$ cat src/common/t3c_pkg.sv
// shared constants and types for the lower timer stage control block
package t3c_pkg;
   // register indices; byte address is four times the index
   localparam logic [7:0] T3C_IDX_TIMER3_CONTROL = 8'h1A;
   localparam logic [7:0] T3C_IDX_UPPER_STAGE_CONTROL = 8'h1B;
   localparam logic [7:0] T3C_IDX_SYSTEM_CONFIG = 8'h1C;
   localparam logic [7:0] T3C_IDX_STATUS = 8'h1D;
   localparam int T3C_ADDR_W = 8;
   localparam int T3C_DATA_W = 32;

   // control register field positions (both stages share the layout)
   localparam int T3C_FF_BIT = 7;
   localparam int T3C_SEL_HI = 6;
   localparam int T3C_SEL_LO = 4;
   localparam int T3C_RUN_BIT = 3;
   localparam int T3C_MODE_HI = 2;
   localparam int T3C_MODE_LO = 0;

   // system config field positions
   localparam int T3C_CFG_PRESCALE_BIT = 0;
   localparam int T3C_CFG_SLOW_BIT = 1;

   // status field positions
   localparam int T3C_ST_RUN_BIT = 0;
   localparam int T3C_ST_FF_BIT = 1;
   localparam int T3C_ST_CASCADE_BIT = 2;
   localparam int T3C_ST_EXT_BIT = 3;
   localparam int T3C_ST_LOW_BIT = 4;

   // reset values
   localparam logic [7:0] T3C_CONTROL_RESET = 8'h00;
   localparam logic [7:0] T3C_CONFIG_RESET = 8'h00;

   // source select codes
   localparam logic [2:0] T3C_SEL_DIV2048 = 3'h0;
   localparam logic [2:0] T3C_SEL_DIV128 = 3'h1;
   localparam logic [2:0] T3C_SEL_DIV32 = 3'h2;
   localparam logic [2:0] T3C_SEL_DIV8 = 3'h3;
   localparam logic [2:0] T3C_SEL_LOW = 3'h4;
   localparam logic [2:0] T3C_SEL_DIV2 = 3'h5;
   localparam logic [2:0] T3C_SEL_HIGH = 3'h6;
   localparam logic [2:0] T3C_SEL_PIN = 3'h7;

   // prescaler exponents, index order 2,8,32,128,2048
   localparam int T3C_NUM_DIV = 5;
   localparam int T3C_DIV_EXP [T3C_NUM_DIV] = '{1, 3, 5, 7, 11};
   localparam int T3C_PRESCALE_W = 11;
   // low clock divided by 2^3 in the slow/alternate option
   localparam int T3C_LOW_DIV_W = 3;

   // lower mode field codes
   localparam logic [2:0] T3C_MODE_TIMER = 3'h0;
   localparam logic [2:0] T3C_MODE_DIVIDER = 3'h1;
   localparam logic [2:0] T3C_MODE_PWM = 3'h2;
   localparam logic [2:0] T3C_MODE_CASCADE = 3'h3;

   typedef enum logic [2:0] {
      T3C_OP_TIMER,
      T3C_OP_DIVIDER,
      T3C_OP_PWM,
      T3C_OP_CASCADE,
      T3C_OP_RESERVED
   } t3c_op_type;
endpackage : t3c_pkg

$ cat src/core/t3c_source_mux.sv
// source clock prescaler, pin synchronisers and source select mux
`timescale 1ns/1ps
module t3c_source_mux (
   input wire logic mclk,
   input wire logic sys_rst,
   input wire logic [2:0] lower_source_select,
   input wire logic prescaler_low_clock_option,
   input wire logic slow_mode,
   input wire logic low_clock_pin,
   input wire logic ext_count_pin,
   output logic source_tick,
   output logic low_clock_level,
   output logic ext_pin_level
);
   import t3c_pkg::*;

   logic [T3C_PRESCALE_W-1:0] prescale;
   logic [T3C_NUM_DIV-1:0] div_tick;
   logic [2:0] sync_a [2];
   logic [1:0] level;
   logic [1:0] rise;
   logic [T3C_LOW_DIV_W-1:0] low_div;
   logic low_div_tick;
   logic next_tick;

   // high clock is mclk itself; a free counter gives every high clock division
   always_ff @(posedge mclk) begin
      if (sys_rst) begin
         prescale <= '0;
      end else begin
         prescale <= prescale + 1'b1;
      end
   end

   genvar g;
   generate
      for (g = 0; g < T3C_NUM_DIV; g++) begin : g_div
         assign div_tick[g] = &prescale[T3C_DIV_EXP[g]-1:0];
      end
      // index 0 low clock pin, index 1 external count pin
      for (g = 0; g < 2; g++) begin : g_sync
         always_ff @(posedge mclk) begin
            if (sys_rst) begin
               sync_a[g] <= 3'h0;
               level[g] <= 1'b0;
               rise[g] <= 1'b0;
            end else begin
               sync_a[g] <= {sync_a[g][1:0], (g == 0) ? low_clock_pin : ext_count_pin};
               // first stage only feeds the second; stages two and three must agree
               rise[g] <= 1'b0;
               if (sync_a[g][1] == sync_a[g][2] && sync_a[g][2] != level[g]) begin
                  level[g] <= sync_a[g][2];
                  rise[g] <= sync_a[g][2];
               end
            end
         end
      end
   endgenerate

   assign low_clock_level = level[0];
   assign ext_pin_level = level[1];

   always_ff @(posedge mclk) begin
      if (sys_rst) begin
         low_div <= '0;
      end else if (rise[0]) begin
         low_div <= low_div + 1'b1;
      end
   end
   assign low_div_tick = rise[0] & (&low_div);

   // in slow/sleep only the low clock options, the external count pin and the warm-up high clock exist
   always_comb begin
      next_tick = 1'b0;
      case (lower_source_select)
         T3C_SEL_DIV2048: begin
            next_tick = (prescaler_low_clock_option | slow_mode) ? low_div_tick : div_tick[4];
         end
         T3C_SEL_DIV128: next_tick = ~slow_mode & div_tick[3];
         T3C_SEL_DIV32: next_tick = ~slow_mode & div_tick[2];
         T3C_SEL_DIV8: next_tick = ~slow_mode & div_tick[1];
         T3C_SEL_LOW: next_tick = rise[0];
         T3C_SEL_DIV2: next_tick = ~slow_mode & div_tick[0];
         T3C_SEL_HIGH: next_tick = 1'b1;
         T3C_SEL_PIN: next_tick = rise[1];
         default: next_tick = 1'b0;
      endcase
   end

   always_ff @(posedge mclk) begin
      if (sys_rst) begin
         source_tick <= 1'b0;
      end else begin
         source_tick <= next_tick;
      end
   end
endmodule : t3c_source_mux

$ cat src/core/t3c_control.sv
// lower timer stage control register, cascade steering and register bus slave
//
// Register access over Avalon-MM was decided locally.
`timescale 1ns/1ps
module t3c_control #(
   parameter int ADDR_W = t3c_pkg::T3C_ADDR_W,
   parameter int DATA_W = t3c_pkg::T3C_DATA_W
) (
   input wire logic mclk,
   input wire logic sys_rst,
   input wire logic [ADDR_W-1:0] avs_address,
   input wire logic avs_read,
   input wire logic avs_write,
   input wire logic [DATA_W-1:0] avs_writedata,
   input wire logic [DATA_W/8-1:0] avs_byteenable,
   output logic [DATA_W-1:0] avs_readdata,
   output logic avs_waitrequest,
   input wire logic low_clock_pin,
   input wire logic ext_count_pin,
   input wire logic ff_toggle,
   output logic count_enable,
   output logic counter_clear,
   output logic output_flipflop,
   output logic cascade_active,
   output t3c_pkg::t3c_op_type lower_op,
   output logic [2:0] upper_mode_field
);
   import t3c_pkg::*;

   logic [7:0] timer3_control;
   logic [7:0] upper_stage_control;
   logic [7:0] system_config;
   logic ack;
   logic bus_req;
   logic bus_write_now;
   logic [7:0] word_index;
   logic word_aligned;
   logic [7:0] status_value;
   logic effective_run;
   logic effective_ff_ctl;
   logic run_prev;
   logic source_tick;
   logic low_clock_level;
   logic ext_pin_level;

   wire logic [2:0] lower_source_select = timer3_control[T3C_SEL_HI:T3C_SEL_LO];
   wire logic [2:0] lower_mode_field = timer3_control[T3C_MODE_HI:T3C_MODE_LO];
   wire logic lower_run_bit = timer3_control[T3C_RUN_BIT];
   wire logic lower_output_flipflop_ctl = timer3_control[T3C_FF_BIT];
   wire logic upper_run_bit = upper_stage_control[T3C_RUN_BIT];
   wire logic upper_output_flipflop_ctl = upper_stage_control[T3C_FF_BIT];
   wire logic prescaler_low_clock_option = system_config[T3C_CFG_PRESCALE_BIT];
   wire logic slow_mode = system_config[T3C_CFG_SLOW_BIT];

   function automatic t3c_op_type decode_mode(input logic [2:0] mode);
      t3c_op_type op;
      op = T3C_OP_RESERVED;
      if (mode == T3C_MODE_TIMER) begin
         op = T3C_OP_TIMER;
      end else if (mode == T3C_MODE_DIVIDER) begin
         op = T3C_OP_DIVIDER;
      end else if (mode == T3C_MODE_PWM) begin
         op = T3C_OP_PWM;
      end else if (mode == T3C_MODE_CASCADE) begin
         op = T3C_OP_CASCADE;
      end
      return op;
   endfunction : decode_mode

   // bus slave: one wait cycle, then the answer
   assign bus_req = avs_read | avs_write;
   assign avs_waitrequest = bus_req & ~ack;
   assign bus_write_now = avs_write & ack & avs_byteenable[0];
   assign word_aligned = (avs_address[1:0] == 2'b00);
   assign word_index = 8'(avs_address >> 2);

   always_ff @(posedge mclk) begin
      if (sys_rst) begin
         ack <= 1'b0;
      end else begin
         ack <= bus_req & ~ack;
      end
   end

   // fields are written together; the upper stage sub-mode lives in its own register
   always_ff @(posedge mclk) begin
      if (sys_rst) begin
         timer3_control <= T3C_CONTROL_RESET;
      end else if (bus_write_now && word_aligned && word_index == T3C_IDX_TIMER3_CONTROL) begin
         // no field locking while running; software keeps to the usage limits
         timer3_control <= avs_writedata[7:0];
      end
   end

   always_ff @(posedge mclk) begin
      if (sys_rst) begin
         upper_stage_control <= T3C_CONTROL_RESET;
      end else if (bus_write_now && word_aligned && word_index == T3C_IDX_UPPER_STAGE_CONTROL) begin
         upper_stage_control <= avs_writedata[7:0];
      end
   end

   always_ff @(posedge mclk) begin
      if (sys_rst) begin
         system_config <= T3C_CONFIG_RESET;
      end else if (bus_write_now && word_aligned && word_index == T3C_IDX_SYSTEM_CONFIG) begin
         system_config <= {6'h00, avs_writedata[1:0]};
      end
   end

   always_comb begin
      status_value = 8'h00;
      status_value[T3C_ST_RUN_BIT] = effective_run;
      status_value[T3C_ST_FF_BIT] = output_flipflop;
      status_value[T3C_ST_CASCADE_BIT] = cascade_active;
      status_value[T3C_ST_EXT_BIT] = ext_pin_level;
      status_value[T3C_ST_LOW_BIT] = low_clock_level;
   end

   // unmapped or misaligned reads answer zero
   always_ff @(posedge mclk) begin
      if (sys_rst) begin
         avs_readdata <= '0;
      end else if (avs_read && !ack) begin
         if (!word_aligned) begin
            avs_readdata <= '0;
         end else if (word_index == T3C_IDX_TIMER3_CONTROL) begin
            avs_readdata <= DATA_W'(timer3_control);
         end else if (word_index == T3C_IDX_UPPER_STAGE_CONTROL) begin
            avs_readdata <= DATA_W'(upper_stage_control);
         end else if (word_index == T3C_IDX_SYSTEM_CONFIG) begin
            avs_readdata <= DATA_W'(system_config);
         end else if (word_index == T3C_IDX_STATUS) begin
            avs_readdata <= DATA_W'(status_value);
         end else begin
            avs_readdata <= '0;
         end
      end
   end

   // cascade: lower mode 011 hands run and flip-flop control to the upper stage
   always_comb begin
      if (decode_mode(lower_mode_field) == T3C_OP_CASCADE) begin
         effective_run = upper_run_bit;
         effective_ff_ctl = upper_output_flipflop_ctl;
      end else begin
         effective_run = lower_run_bit;
         effective_ff_ctl = lower_output_flipflop_ctl;
      end
   end

   // source select stays with the lower stage in both cases
   t3c_source_mux u_source_mux (
      .mclk(mclk),
      .sys_rst(sys_rst),
      .lower_source_select(lower_source_select),
      .prescaler_low_clock_option(prescaler_low_clock_option),
      .slow_mode(slow_mode),
      .low_clock_pin(low_clock_pin),
      .ext_count_pin(ext_count_pin),
      .source_tick(source_tick),
      .low_clock_level(low_clock_level),
      .ext_pin_level(ext_pin_level)
   );

   always_ff @(posedge mclk) begin
      if (sys_rst) begin
         count_enable <= 1'b0;
         counter_clear <= 1'b1;
      end else begin
         count_enable <= effective_run & source_tick;
         counter_clear <= ~effective_run;
      end
   end

   // preset only on the start edge; a toggle in the same cycle loses to the preset
   always_ff @(posedge mclk) begin
      if (sys_rst) begin
         run_prev <= 1'b0;
         output_flipflop <= 1'b0;
      end else begin
         run_prev <= effective_run;
         if (effective_run && !run_prev) begin
            output_flipflop <= effective_ff_ctl;
         end else if (effective_run && ff_toggle) begin
            output_flipflop <= ~output_flipflop;
         end
      end
   end

   always_ff @(posedge mclk) begin
      if (sys_rst) begin
         cascade_active <= 1'b0;
         lower_op <= T3C_OP_TIMER;
         upper_mode_field <= 3'h0;
      end else begin
         cascade_active <= (decode_mode(lower_mode_field) == T3C_OP_CASCADE);
         lower_op <= decode_mode(lower_mode_field);
         upper_mode_field <= upper_stage_control[T3C_MODE_HI:T3C_MODE_LO];
      end
   end
endmodule : t3c_control

$ cat config.mk
export PLATFORM = sky130hd
export DESIGN_NAME = t3c_control
export DESIGN_NICKNAME = d
export VERILOG_FILES = /design/src/common/t3c_pkg.sv /design/src/core/t3c_source_mux.sv /design/src/core/t3c_control.sv
export SDC_FILE = /design/constraint.sdc
export NUM_CORES = 1
export LEC_CHECK = 0
export BUFFER_PORTS_ARGS = -buffer_cell sky130_fd_sc_hd__buf_2
export CORE_MARGIN = 1
export CORE_UTILIZATION = 30
export CTS_CLUSTER_SIZE = 12
export DETAILED_ROUTE_END_ITERATION = 12
export PLACE_DENSITY = 0.62
export SYNTH_ARGS = -nofsm -noshare
export SYNTH_HDL_FRONTEND = slang
export SYNTH_SLANG_ARGS = --single-unit
$ cat constraint.sdc
create_clock -name mclk -period 1.9 [get_ports mclk]
set_clock_uncertainty 0.2 [all_clocks]
set_input_delay 0.19 -clock mclk [delete_from_list [all_inputs] [get_ports mclk]]
set_output_delay 0.19 -clock mclk [all_outputs]
set_load 0.005 [all_outputs]
# Word level (Yosys, flattened, before mapping)
# Memory sizes are Yosys's and may differ from the RTL's.
# Cells that the tools add are included.
[op_classes]
n_shift = 0
muxes = 21
n_mul = 0
n_div = 0
n_reduce_logical = 22
n_addsub = 2
bitwise = 19
n_eq_ne = 20
magnitude_cmp = 0
[ops]
columns = ["cell", "n"]
rows = [
  ["6-bit by 5-bit equality test with 1-bit output, second input constant", 4],
  ["8-bit two-way mux", 3],
  ["3-bit two-way mux", 7],
  ["3-bit by 2-bit equality test with 1-bit output, second input constant", 6],
  ["3-bit equality test, second input constant", 4],
  ["11-bit by 1-bit adder with 11-bit output, second input constant", 1],
  ["11-bit AND reduction", 1],
  ["5-bit two-way mux", 2],
  ["1-bit bitwise AND", 9],
  ["1-bit logical AND", 9],
  ["1-bit two-way mux", 8],
  ["1-bit one-hot mux with 8 select lines", 1],
  ["7-bit AND reduction", 1],
  ["3-bit by 1-bit equality test with 1-bit output, second input constant", 2],
  ["3-bit logical NOT", 2],
  ["1-bit inverter", 6],
  ["3-bit AND reduction", 2],
  ["5-bit AND reduction", 1],
  ["1-bit bitwise OR", 4],
  ["2-bit OR reduction", 2],
  ["3-bit by 1-bit adder with 3-bit output, second input constant", 1],
  ["1-bit equality test", 2],
  ["1-bit logical NOT", 2],
  ["2-bit logical NOT", 1],
  ["2 further kinds", 3],
]
[totals]
n_memories = 1
ramBits = 6
inputBits = 51
rom_bits = 0
latchBits = 0
output_inout_bits = 43
reg_bits = 81
elab_cells = 104
[mem_list]
columns = ["memory", "words", "width", "rd", "rd_clocked_by_memory_dff", "wr", "line", "text"]
rows = [
  ["u_source_mux.sync_a", 2, 3, 2, 0, 2, "t3c_source_mux.sv:19", "logic [2:0] sync_a [2];"],
]

# Depth between registers and ports, before layout
# Gate-level depths: netlist of run 1.
[logic_depth]
depth_word = 12
ltp_mapped = 7
ltp_nobuf = 7

# Cells and area by module
# Synthesis of run 1 repeated with hierarchy kept, for this count alone.
[unflattened]
cells_unflattened = 281
hier_area_um2 = 2708.8
[modules_own_cells]
columns = ["mod", "cells_each", "seq_area_each_um2", "area_per_inst_um2", "n_inst"]
rows = [
  ["t3c_control", 179, 760.7, 1722.9, 1],
  ["t3c_source_mux", 102, 500.5, 985.9, 1],
]

# Least setup slack after synthesis of run 1
# Ideal clock, no wire load.
[synth_path]
kind = "register to register"
startpoint = "register u_source_mux.prescale[0]"
endpoint = "register u_source_mux.source_tick"
stages_incl_launch_ff = 8
n_path_buf = 0
arrival_ps = 1327
setup_slack_ps = 293
synth_period_minus_slack_ps = 1607
t_required_ps = 1619
setup_time_ps = 81
path_cell_list = "dfxtp_1 -> ha_1 -> nand3_1 -> inv_1 -> ha_1 -> nor4bb_1 -> a31oi_1 -> a41oi_1"
[synth_via]
elab_chain_len = 3
word_cells_on_any_way = 10
classes_between = "2 x mux; 4 x bitwise; 4 x reduce/logical"
[synth_rtl]
columns = ["element", "line", "text"]
rows = [
  ["start, declared", "t3c_source_mux.sv:17", "logic [T3C_PRESCALE_W-1:0] prescale;"],
  ["start signal, assigned", "t3c_source_mux.sv:31", "prescale <= prescale + 1'b1;"],
  ["11-bit AND reduction (tied with other cells)", "t3c_source_mux.sv:38", "assign div_tick[g] = &prescale[T3C_DIV_EXP[g]-1:0];"],
  ["1-bit two-way mux (tied with other cells)", "t3c_source_mux.sv:77", "next_tick = (prescaler_low_clock_option | slow_mode) ? low_div_tick : div_tick[4];"],
  ["1-bit one-hot mux with 8 select lines (*)", "t3c_source_mux.sv:75", "case (lower_source_select)"],
  ["end signal, assigned", "t3c_source_mux.sv:94", "source_tick <= next_tick;"],
  ["end, declared", "t3c_source_mux.sv:11", "output logic source_tick,"],
]
# Mark *: on every way between the ends. The rest lies on a longest branch, timed or not.
# A chain may end at the register's enable or synchronous reset.

# Worst setup path after layout of run 1
[layout_path]
startpoint = "input avs_write"
endpoint = "register upper_stage_control[1]"
[layout_via]
elab_chain_len = 4
[layout_rtl]
columns = ["element", "line", "text"]
rows = [
  ["start, declared", "t3c_control.sv:13", "input wire logic avs_write,"],
  ["1-bit bitwise AND (2 in series)", "t3c_control.sv:73", "assign bus_write_now = avs_write & ack & avs_byteenable[0];"],
  ["1-bit logical AND (2 in series)", "t3c_control.sv:98", "end else if (bus_write_now && word_aligned && word_index == T3C_IDX_UPPER_STAGE_CONTROL) begin"],
  ["end signal, assigned", "t3c_control.sv:99", "upper_stage_control <= avs_writedata[7:0];"],
  ["end, declared", "t3c_control.sv:31", "logic [7:0] upper_stage_control;"],
]
# No other way between the ends.

==> results of run 1 <==
[cells in the final DEF, fill, tap and decap left out, types with 7 or more instances in the layout]
cell and count:
a21oi_1 25, buf_2 42, buf_4 11, clkbuf_8 10, conb_1 24, dfxtp_1 63, dlygate4sd3_1 12, inv_1 7
nand2_1 16, nand3_1 21, nor2_1 20, nor2b_1 16, o21ai_0 25
[state kept, by name, summed over array words and instances, names as in the netlist]
register,cells
ack,1
avs_readdata,8
cascade_active,1
count_enable,1
counter_clear,1
lower_op,3
output_flipflop,1
run_prev,1
system_config,2
timer3_control,8
u_source_mux.ext_pin_level,1
u_source_mux.low_clock_level,1
u_source_mux.low_div,3
u_source_mux.prescale,11
u_source_mux.rise,2
u_source_mux.source_tick,1
u_source_mux.sync_a,6
upper_mode_field,3
upper_stage_control,8
[power breakdown]
part           switching, uW  internal [uW]  total [uW]
Sequential              8.26           1330        1340
Combinational           91.0           70.3         161
Clock                    519            506        1030
Total                    619           1910        2530
[synth_stat cells (2+ instances only)]
cell type / count / area (um^2)
nand2_1: 16 / 60.1
nor3_1: 4 / 20.0
nand2b_1: 5 / 31.3
buf_6: 4 / 45.0
clkbuf_1: 6 / 22.5
nand3_1: 21 / 105
buf_2: 5 / 25.0
buf_1: 3 / 11.3
inv_1: 7 / 26.3
xnor2_1: 4 / 35.0
buf_4: 25 / 188
ha_1: 5 / 62.6
a21oi_1: 25 / 125
and2_1: 5 / 31.3
nand4_1: 6 / 37.5
o21ai_0: 25 / 125
mux2i_1: 4 / 40.0
nor3b_1: 3 / 22.5
nor2b_1: 16 / 100
nor2_1: 20 / 75.1
dfxtp_1: 63 / 1260
or3_1: 3 / 18.8
a32oi_1: 6 / 52.6
o31ai_1: 4 / 30.0
mux2_2: 3 / 33.8
nor4bb_1: 2 / 20.0
o311ai_0: 2 / 17.5
and3b_1: 3 / 26.3
[per-stage QoR]
step                      utilization [%]  hold slack (ps)
after detailed placement             33.7              204
after global routing                 36.9             37.0
after floorplan                         -              118
after global placement               33.7              203
final                                36.9             25.5
after CTS                            36.9             6.93
[timing repair]
action | CTS | global route
endpoints found under the hold margin | 21 | 0
setup buffers | 0 | 1
endpoints found under the setup margin | 0 | 2
hold buffers | 12 | 0
[per-layer routing]
metal / vias up / wire length [um]
met4: 0 / 133
met2: 96 / 2800
li1: 1175 / -
met3: 14 / 450
met1: 1098 / 2990
met5: - / 0
[path summary, 6_finish.rpt]
| check | startpoint | end | slack (ps) | cells after the start |
|---|---|---|---|---|
| worst min-delay path | ff_toggle | output_flipflop$_SDFFE_PP0P_ | 30 | 4 |
| worst max-delay path | avs_write | upper_stage_control[1]$_SDFFE_PP0P_ | 140 | 7 |
| worst max register to register | u_source_mux.prescale[1]$_SDFF_PP0_ | u_source_mux.source_tick$_SDFF_PP0_ | 160 | 7 |
| worst min register to register | u_source_mux.sync_a[1][0]$_SDFF_PP0_ | u_source_mux.sync_a[1][1]$_SDFF_PP0_ | 230 | 1 |
[logic make-up after synthesis]
| group | Yosys count | synth area share (%) |
|---|---|---|
| AND/OR/NAND/NOR | 111 | 22.0 |
| AO/OA/AOI/OAI | 73 | 16.1 |
| flip-flops | 63 | 44.3 |
| buffers and inverters | 50 | 11.2 |
| multiplexers | 7 | 2.59 |
| adder cells (fa/ha/maj) | 5 | 2.20 |
| XOR/XNOR | 5 | 1.54 |
| other | 1 | 0.132 |
[area by class of cell]
type                            count  area [um^2]
Fill cell                         950         5830
Inverter                            7         26.3
Timing Repair Buffer               66          433
Clock buffer                       11          141
Tap cell                          129          161
Sequential cell                    63         1260
Multi-Input combinational cell    225         1360
Clock inverter                      5         33.8
[worst max-delay path, stage by stage]
cell	delay [ps]
dlygate4sd3_1	520
buf_2	100
and4bb_1	300
and2_1	220
buf_4	220
nand3_1	110
a21oi_1	160
==> impl_metrics.py, run 1 <==
metrics = {
    "routing": {
        "ant_nets": 0,
        "via_per_inst": 4.71,
        "wirelength_um": 6380,
        "avgRoutedWirePerCell_um": 12.6,
        "vias": 2383,
        "drt_first_pass_iters": 4,
        "drcViolationCount": 0,
        "drt_iter0_markers": 227,
    },
    "timing": {
        "tns_ps": 0,
        "final-setup-viol-count": 0,
        "rsz0062_at_grt": "false",
        "hold_violations": 0,
        "period_share_pct": 92.8,
        "timing.fmax_mhz": 567,
        "period_minus_slack_ps": 1760,
        "fin_ws_ps": 136,
        "drv_slew": 0,
    },
    "global_route": {
        "grt_pass1_wl_um": 10500,
        "antenna_found_initial": 0,
        "grt_max_degree": 23,
        "grt_pass1_vias": 2238,
        "grt_usage_pct": 13.8,
        "overflow": 0,
        "grtUsageMet2_pct": 19.9,
        "grtUsageMet3_pct": 3.72,
        "grt_use_met1_pct": 18.4,
        "busiest_layer": "met2",
    },
    "synth": {
        "synth_edf_count": 0,
        "ys_seq_area_share_pct": 44.3,
        "postSynth.asyncResetShare_pct": 0,
        "synth_seq_cells": 63,
        "synthCells": 315,
        "syn_area_per_cell_um2": 9.04,
        "syn-cell-area_um2": 2850,
        "synth_warnings": 0,
        "ys_types": 48,
        "synthFlopType": "dfxtp_1",
    },
    "pwr": {
        "p_per_area_nw_per_um2": 741,
        "total_power_uw": 2530,
        "p_leak_uw": 0.00140,
        "irDropWorstVdd_v": 0.000310,
    },
    "place": {
        "post-dp-hpwl_um": 4570,
        "port-buffer-count": 42,
        "placed_cells": 477,
        "place_area_um2": 3110,
        "routabilityCongestion": 0.815,
        "post-place-ws_ps": 125,
    },
    "critical_path": {
        "startpoint_type": "primary input",
        "worstSetupPathType": "primary input to register",
        "end_kind": "register",
        "cp_data_arrival_time_ps": 1830,
        "cp_data_required_time_ps": 1960,
        "cp_max_fo": 15,
    },
    "clock_tree": {
        "ctsHtreeMaxLevel": 3,
        "clk_latency_ps": 330,
        "cts_resized": 0,
        "cts_buffers": 9,
        "root_buffer": "clkbuf_8",
        "clkTransAtPathRegs_ps": 70,
        "clkSinkCount": 63,
        "clockBufferDepth": 2,
        "cts_tree": "built",
    },
    "cells_and_area": {
        "area_growth_pct": 19.8,
        "antenna_cells": 0,
        "fin_cells": 506,
        "drive_gt1_share_pct": 21.0,
        "nNetsFinal": 428,
        "design_area_um2": 3410,
    },
    "floorplanning": {
        "fp-row-count": 35,
        "die_x_um": 99.5,
        "boundaryPins": 94,
        "core_area_um2": 9240,
        "die-area_um2": 9890,
        "start_util_pct": 30.8,
        "die_h_um": 99.5,
    },
    "status": {
        "outcome": "finished clean",
    },
    "flow_run": {
        "cap_violations": 0,
    },
    "worst_hold_path": {
        "hold_path.class": "primary input to register",
    },
}
Note: power is estimated with default switching activity, not from simulation.
==> run 2: changes to the inputs <==
ABC_AREA = 1   (was default)
CORE_UTILIZATION = 50   (was 30)
PLACE_DENSITY = 0.89   (was 0.62)
SYNTH_HIERARCHICAL = 1   (was default)
==> run 2 against run 1 <==
  * The flow now finishes with violations (design-rule violations)
  * First-iteration DRC count down 8.8%
  * Die area shrank 39%
  * Sequential share of layout area shrank 0.27 points
  * Via count up 8.1%
  * Sequential power barely moved
  * Final cell count increased by 2.6%
  * Utilization grew 26 points
  * Largest power group is now the clock network
  * Highest routed layer unchanged
==> impl_metrics.py, run 2 <==
metrics = {
    "timing": {
        "period_share_pct": 87.4,
        "period_minus_slack_ps": 1660,
        "timing.fmax_mhz": 602,
        "drv_slew": 0,
        "final-setup-viol-count": 0,
        "rsz0062_at_grt": "false",
        "hold_violations": 0,
        "tns_ps": 0,
    },
    "cells_and_area": {
        "multi_input_area_um2": 1260,
        "area_growth_pct": 20.3,
        "largest_reg_flops": 11,
        "drive_gt1_share_pct": 18.6,
        "antenna_cells": 0,
        "seq_area_um2": 1260,
        "mostFrequentLayoutCell": "nand2_1",
        "final_cell_mix": "nand2_1, dfxtp_1, nor2_1",
        "nNetsFinal": 498,
        "n_fill_cell": 462,
        "top_register": "u_source_mux/prescale",
    },
    "synth": {
        "synth_warnings": 6,
        "syn-cell-area_um2": 2860,
        "synth_edf_count": 0,
        "yosysTopAreaCell": "dfxtp_1",
        "synth_seq_cells": 63,
        "postSynth.asyncResetShare_pct": 0,
        "netlist.area_leader.share_pct": 44.1,
        "ys_types": 33,
        "synthTopCellsByCount": "nand2_1, dfxtp_1, nor2_1",
        "yosysMostFrequentCell": "nand2_1",
        "ys_seq_area_share_pct": 44.1,
        "synthCells": 379,
        "syn_area_per_cell_um2": 7.54,
        "synthFlopType": "dfxtp_1",
        "synth.area.top_cells": "dfxtp_1, nand2_1, nor2_1",
    },
    "routing": {
        "drt_iter0_markers": 207,
        "drt_first_pass_iters": 13,
        "vias": 2576,
        "avgRoutedWirePerCell_um": 11.5,
        "drcViolationCount": 2,
        "via_per_inst": 4.96,
        "wirelength_um": 5990,
        "ant_nets": 0,
    },
    "clock_tree": {
        "clockBufferDepth": 2,
        "ctsHtreeMaxLevel": 3,
        "root_buffer": "clkbuf_8",
        "clkTransAtPathRegs_ps": 70,
        "cts_tree": "built",
        "cts_buffers": 9,
        "clk_latency_ps": 350,
        "clkSinkCount": 63,
        "cts_resized": 0,
    },
    "place": {
        "port-buffer-count": 42,
        "routabilityCongestion": 0.900,
        "post-dp-hpwl_um": 4120,
    },
    "floorplanning": {
        "start_util_pct": 51.9,
        "core_area_um2": 5510,
        "boundaryPins": 94,
        "die-area_um2": 6020,
        "fp-row-count": 27,
        "die_x_um": 77.6,
        "die_h_um": 77.6,
    },
    "critical_path": {
        "worstSetupPathType": "register to register",
        "cp_data_required_time_ps": 1980,
        "cp_max_fo": 5,
        "cp_data_arrival_time_ps": 1740,
        "end_kind": "register",
        "startpoint_type": "register",
    },
    "worst_hold_path": {
        "hold_path.class": "primary input to register",
    },
    "pwr": {
        "p_leak_uw": 0.00161,
        "total_power_uw": 2920,
        "p_per_area_nw_per_um2": 850,
        "irDropWorstVdd_v": 0.000591,
    },
    "flow_run": {
        "cap_violations": 0,
    },
    "global_route": {
        "grt_usage_pct": 21.9,
        "overflow": 0,
        "antenna_found_initial": 0,
        "grt_max_degree": 18,
        "grt_pass1_vias": 2448,
        "grt_pass1_wl_um": 10300,
    },
    "status": {
        "violations": "design-rule violations",
        "outcome": "finished, violations left",
    },
}
-- run 2: worst max-delay path, stage by stage, from the launching register on --
cell     delay, ps
dfxtp_1        370
ha_1           190
nand2_1         90
nor2_4         130
ha_1           160
nand2_1         50
nand3_1         60
nand2_1         50
nand2_1         50
nand2_1         40
inv_1           50
nand2_1         50
a21oi_2        100
-- run 2: stage by stage --
step	setup WS (ps)	hold slack [ps]	utilization, %	instance area (um^2)	std cells
CTS	225	142	62.4	3440	519
detailed placement	245	195	55.3	3040	488
global placement	298	193	55.3	3040	488
floorplan	384	97.0	-	2940	402
finish	240	160	62.4	3440	519
global route	36.2	193	62.4	3440	519
-- run 2: worst paths after layout --
check | from | endpoint | slack, ps | cells past startpoint
hold reg to reg | u_source_mux/sync_a[0][0]$_SDFF_PP0_ | u_source_mux/sync_a[0][1]$_SDFF_PP0_ | 210 | 2
setup / recovery | u_source_mux/prescale[0]$_SDFF_PP0_ | u_source_mux/source_tick$_SDFF_PP0_ | 240 | 12
setup reg to reg | u_source_mux/prescale[0]$_SDFF_PP0_ | u_source_mux/source_tick$_SDFF_PP0_ | 240 | 12
hold / removal | avs_address[3] | avs_readdata[0]$_SDFFE_PP0P_ | 160 | 6
-- run 2: repair_timing --
action                                  in CTS  in global routing
hold buffers                                15                  0
endpoints found under the hold margin       23                  0
buffers inserted                             0                  0
endpoints found under the setup margin       0                  0
-- run 2: final cells by class --
class | instances | share of cell area [%]
Clock inverter | 7 | 3.53
Sequential cell | 63 | 36.7
Tap cell | 72 | 2.62
Multi-Input combinational cell | 256 | 36.8
Clock buffer | 9 | 3.60
Inverter | 52 | 5.68
Timing Repair Buffer | 60 | 11.1
-- run 2: cell families (layout without fill, tap and decap cells) --
family | Yosys count | after routing | share of synthesized area [%]
AOI/OAI and AO/OA | 62 | 62 | 12.0
and+or+nand+nor | 164 | 164 | 26.6
xor gates and xnor gates | 1 | 1 | 0.307
other | 1 | 24 | 0.131
DFF | 63 | 63 | 44.1
adders and majority gates | 5 | 5 | 2.19
buffers and inverters | 83 | 128 | 14.7
-- run 2: power breakdown --
group,switching [uW],internal [uW]
combinational,95.0,65.6
clock,547,875
sequential,8.62,1330
total,650,2270
-- run 2: routing by layer --
layer,part of all wire [%],vias to the layer above,track usage [%]
met3,6.3,27,4.00
met4,4.7,0,17.7
met1,40,1155,23.8
met2,49,112,37.3
li1,-,1282,-
met5,0,-,0
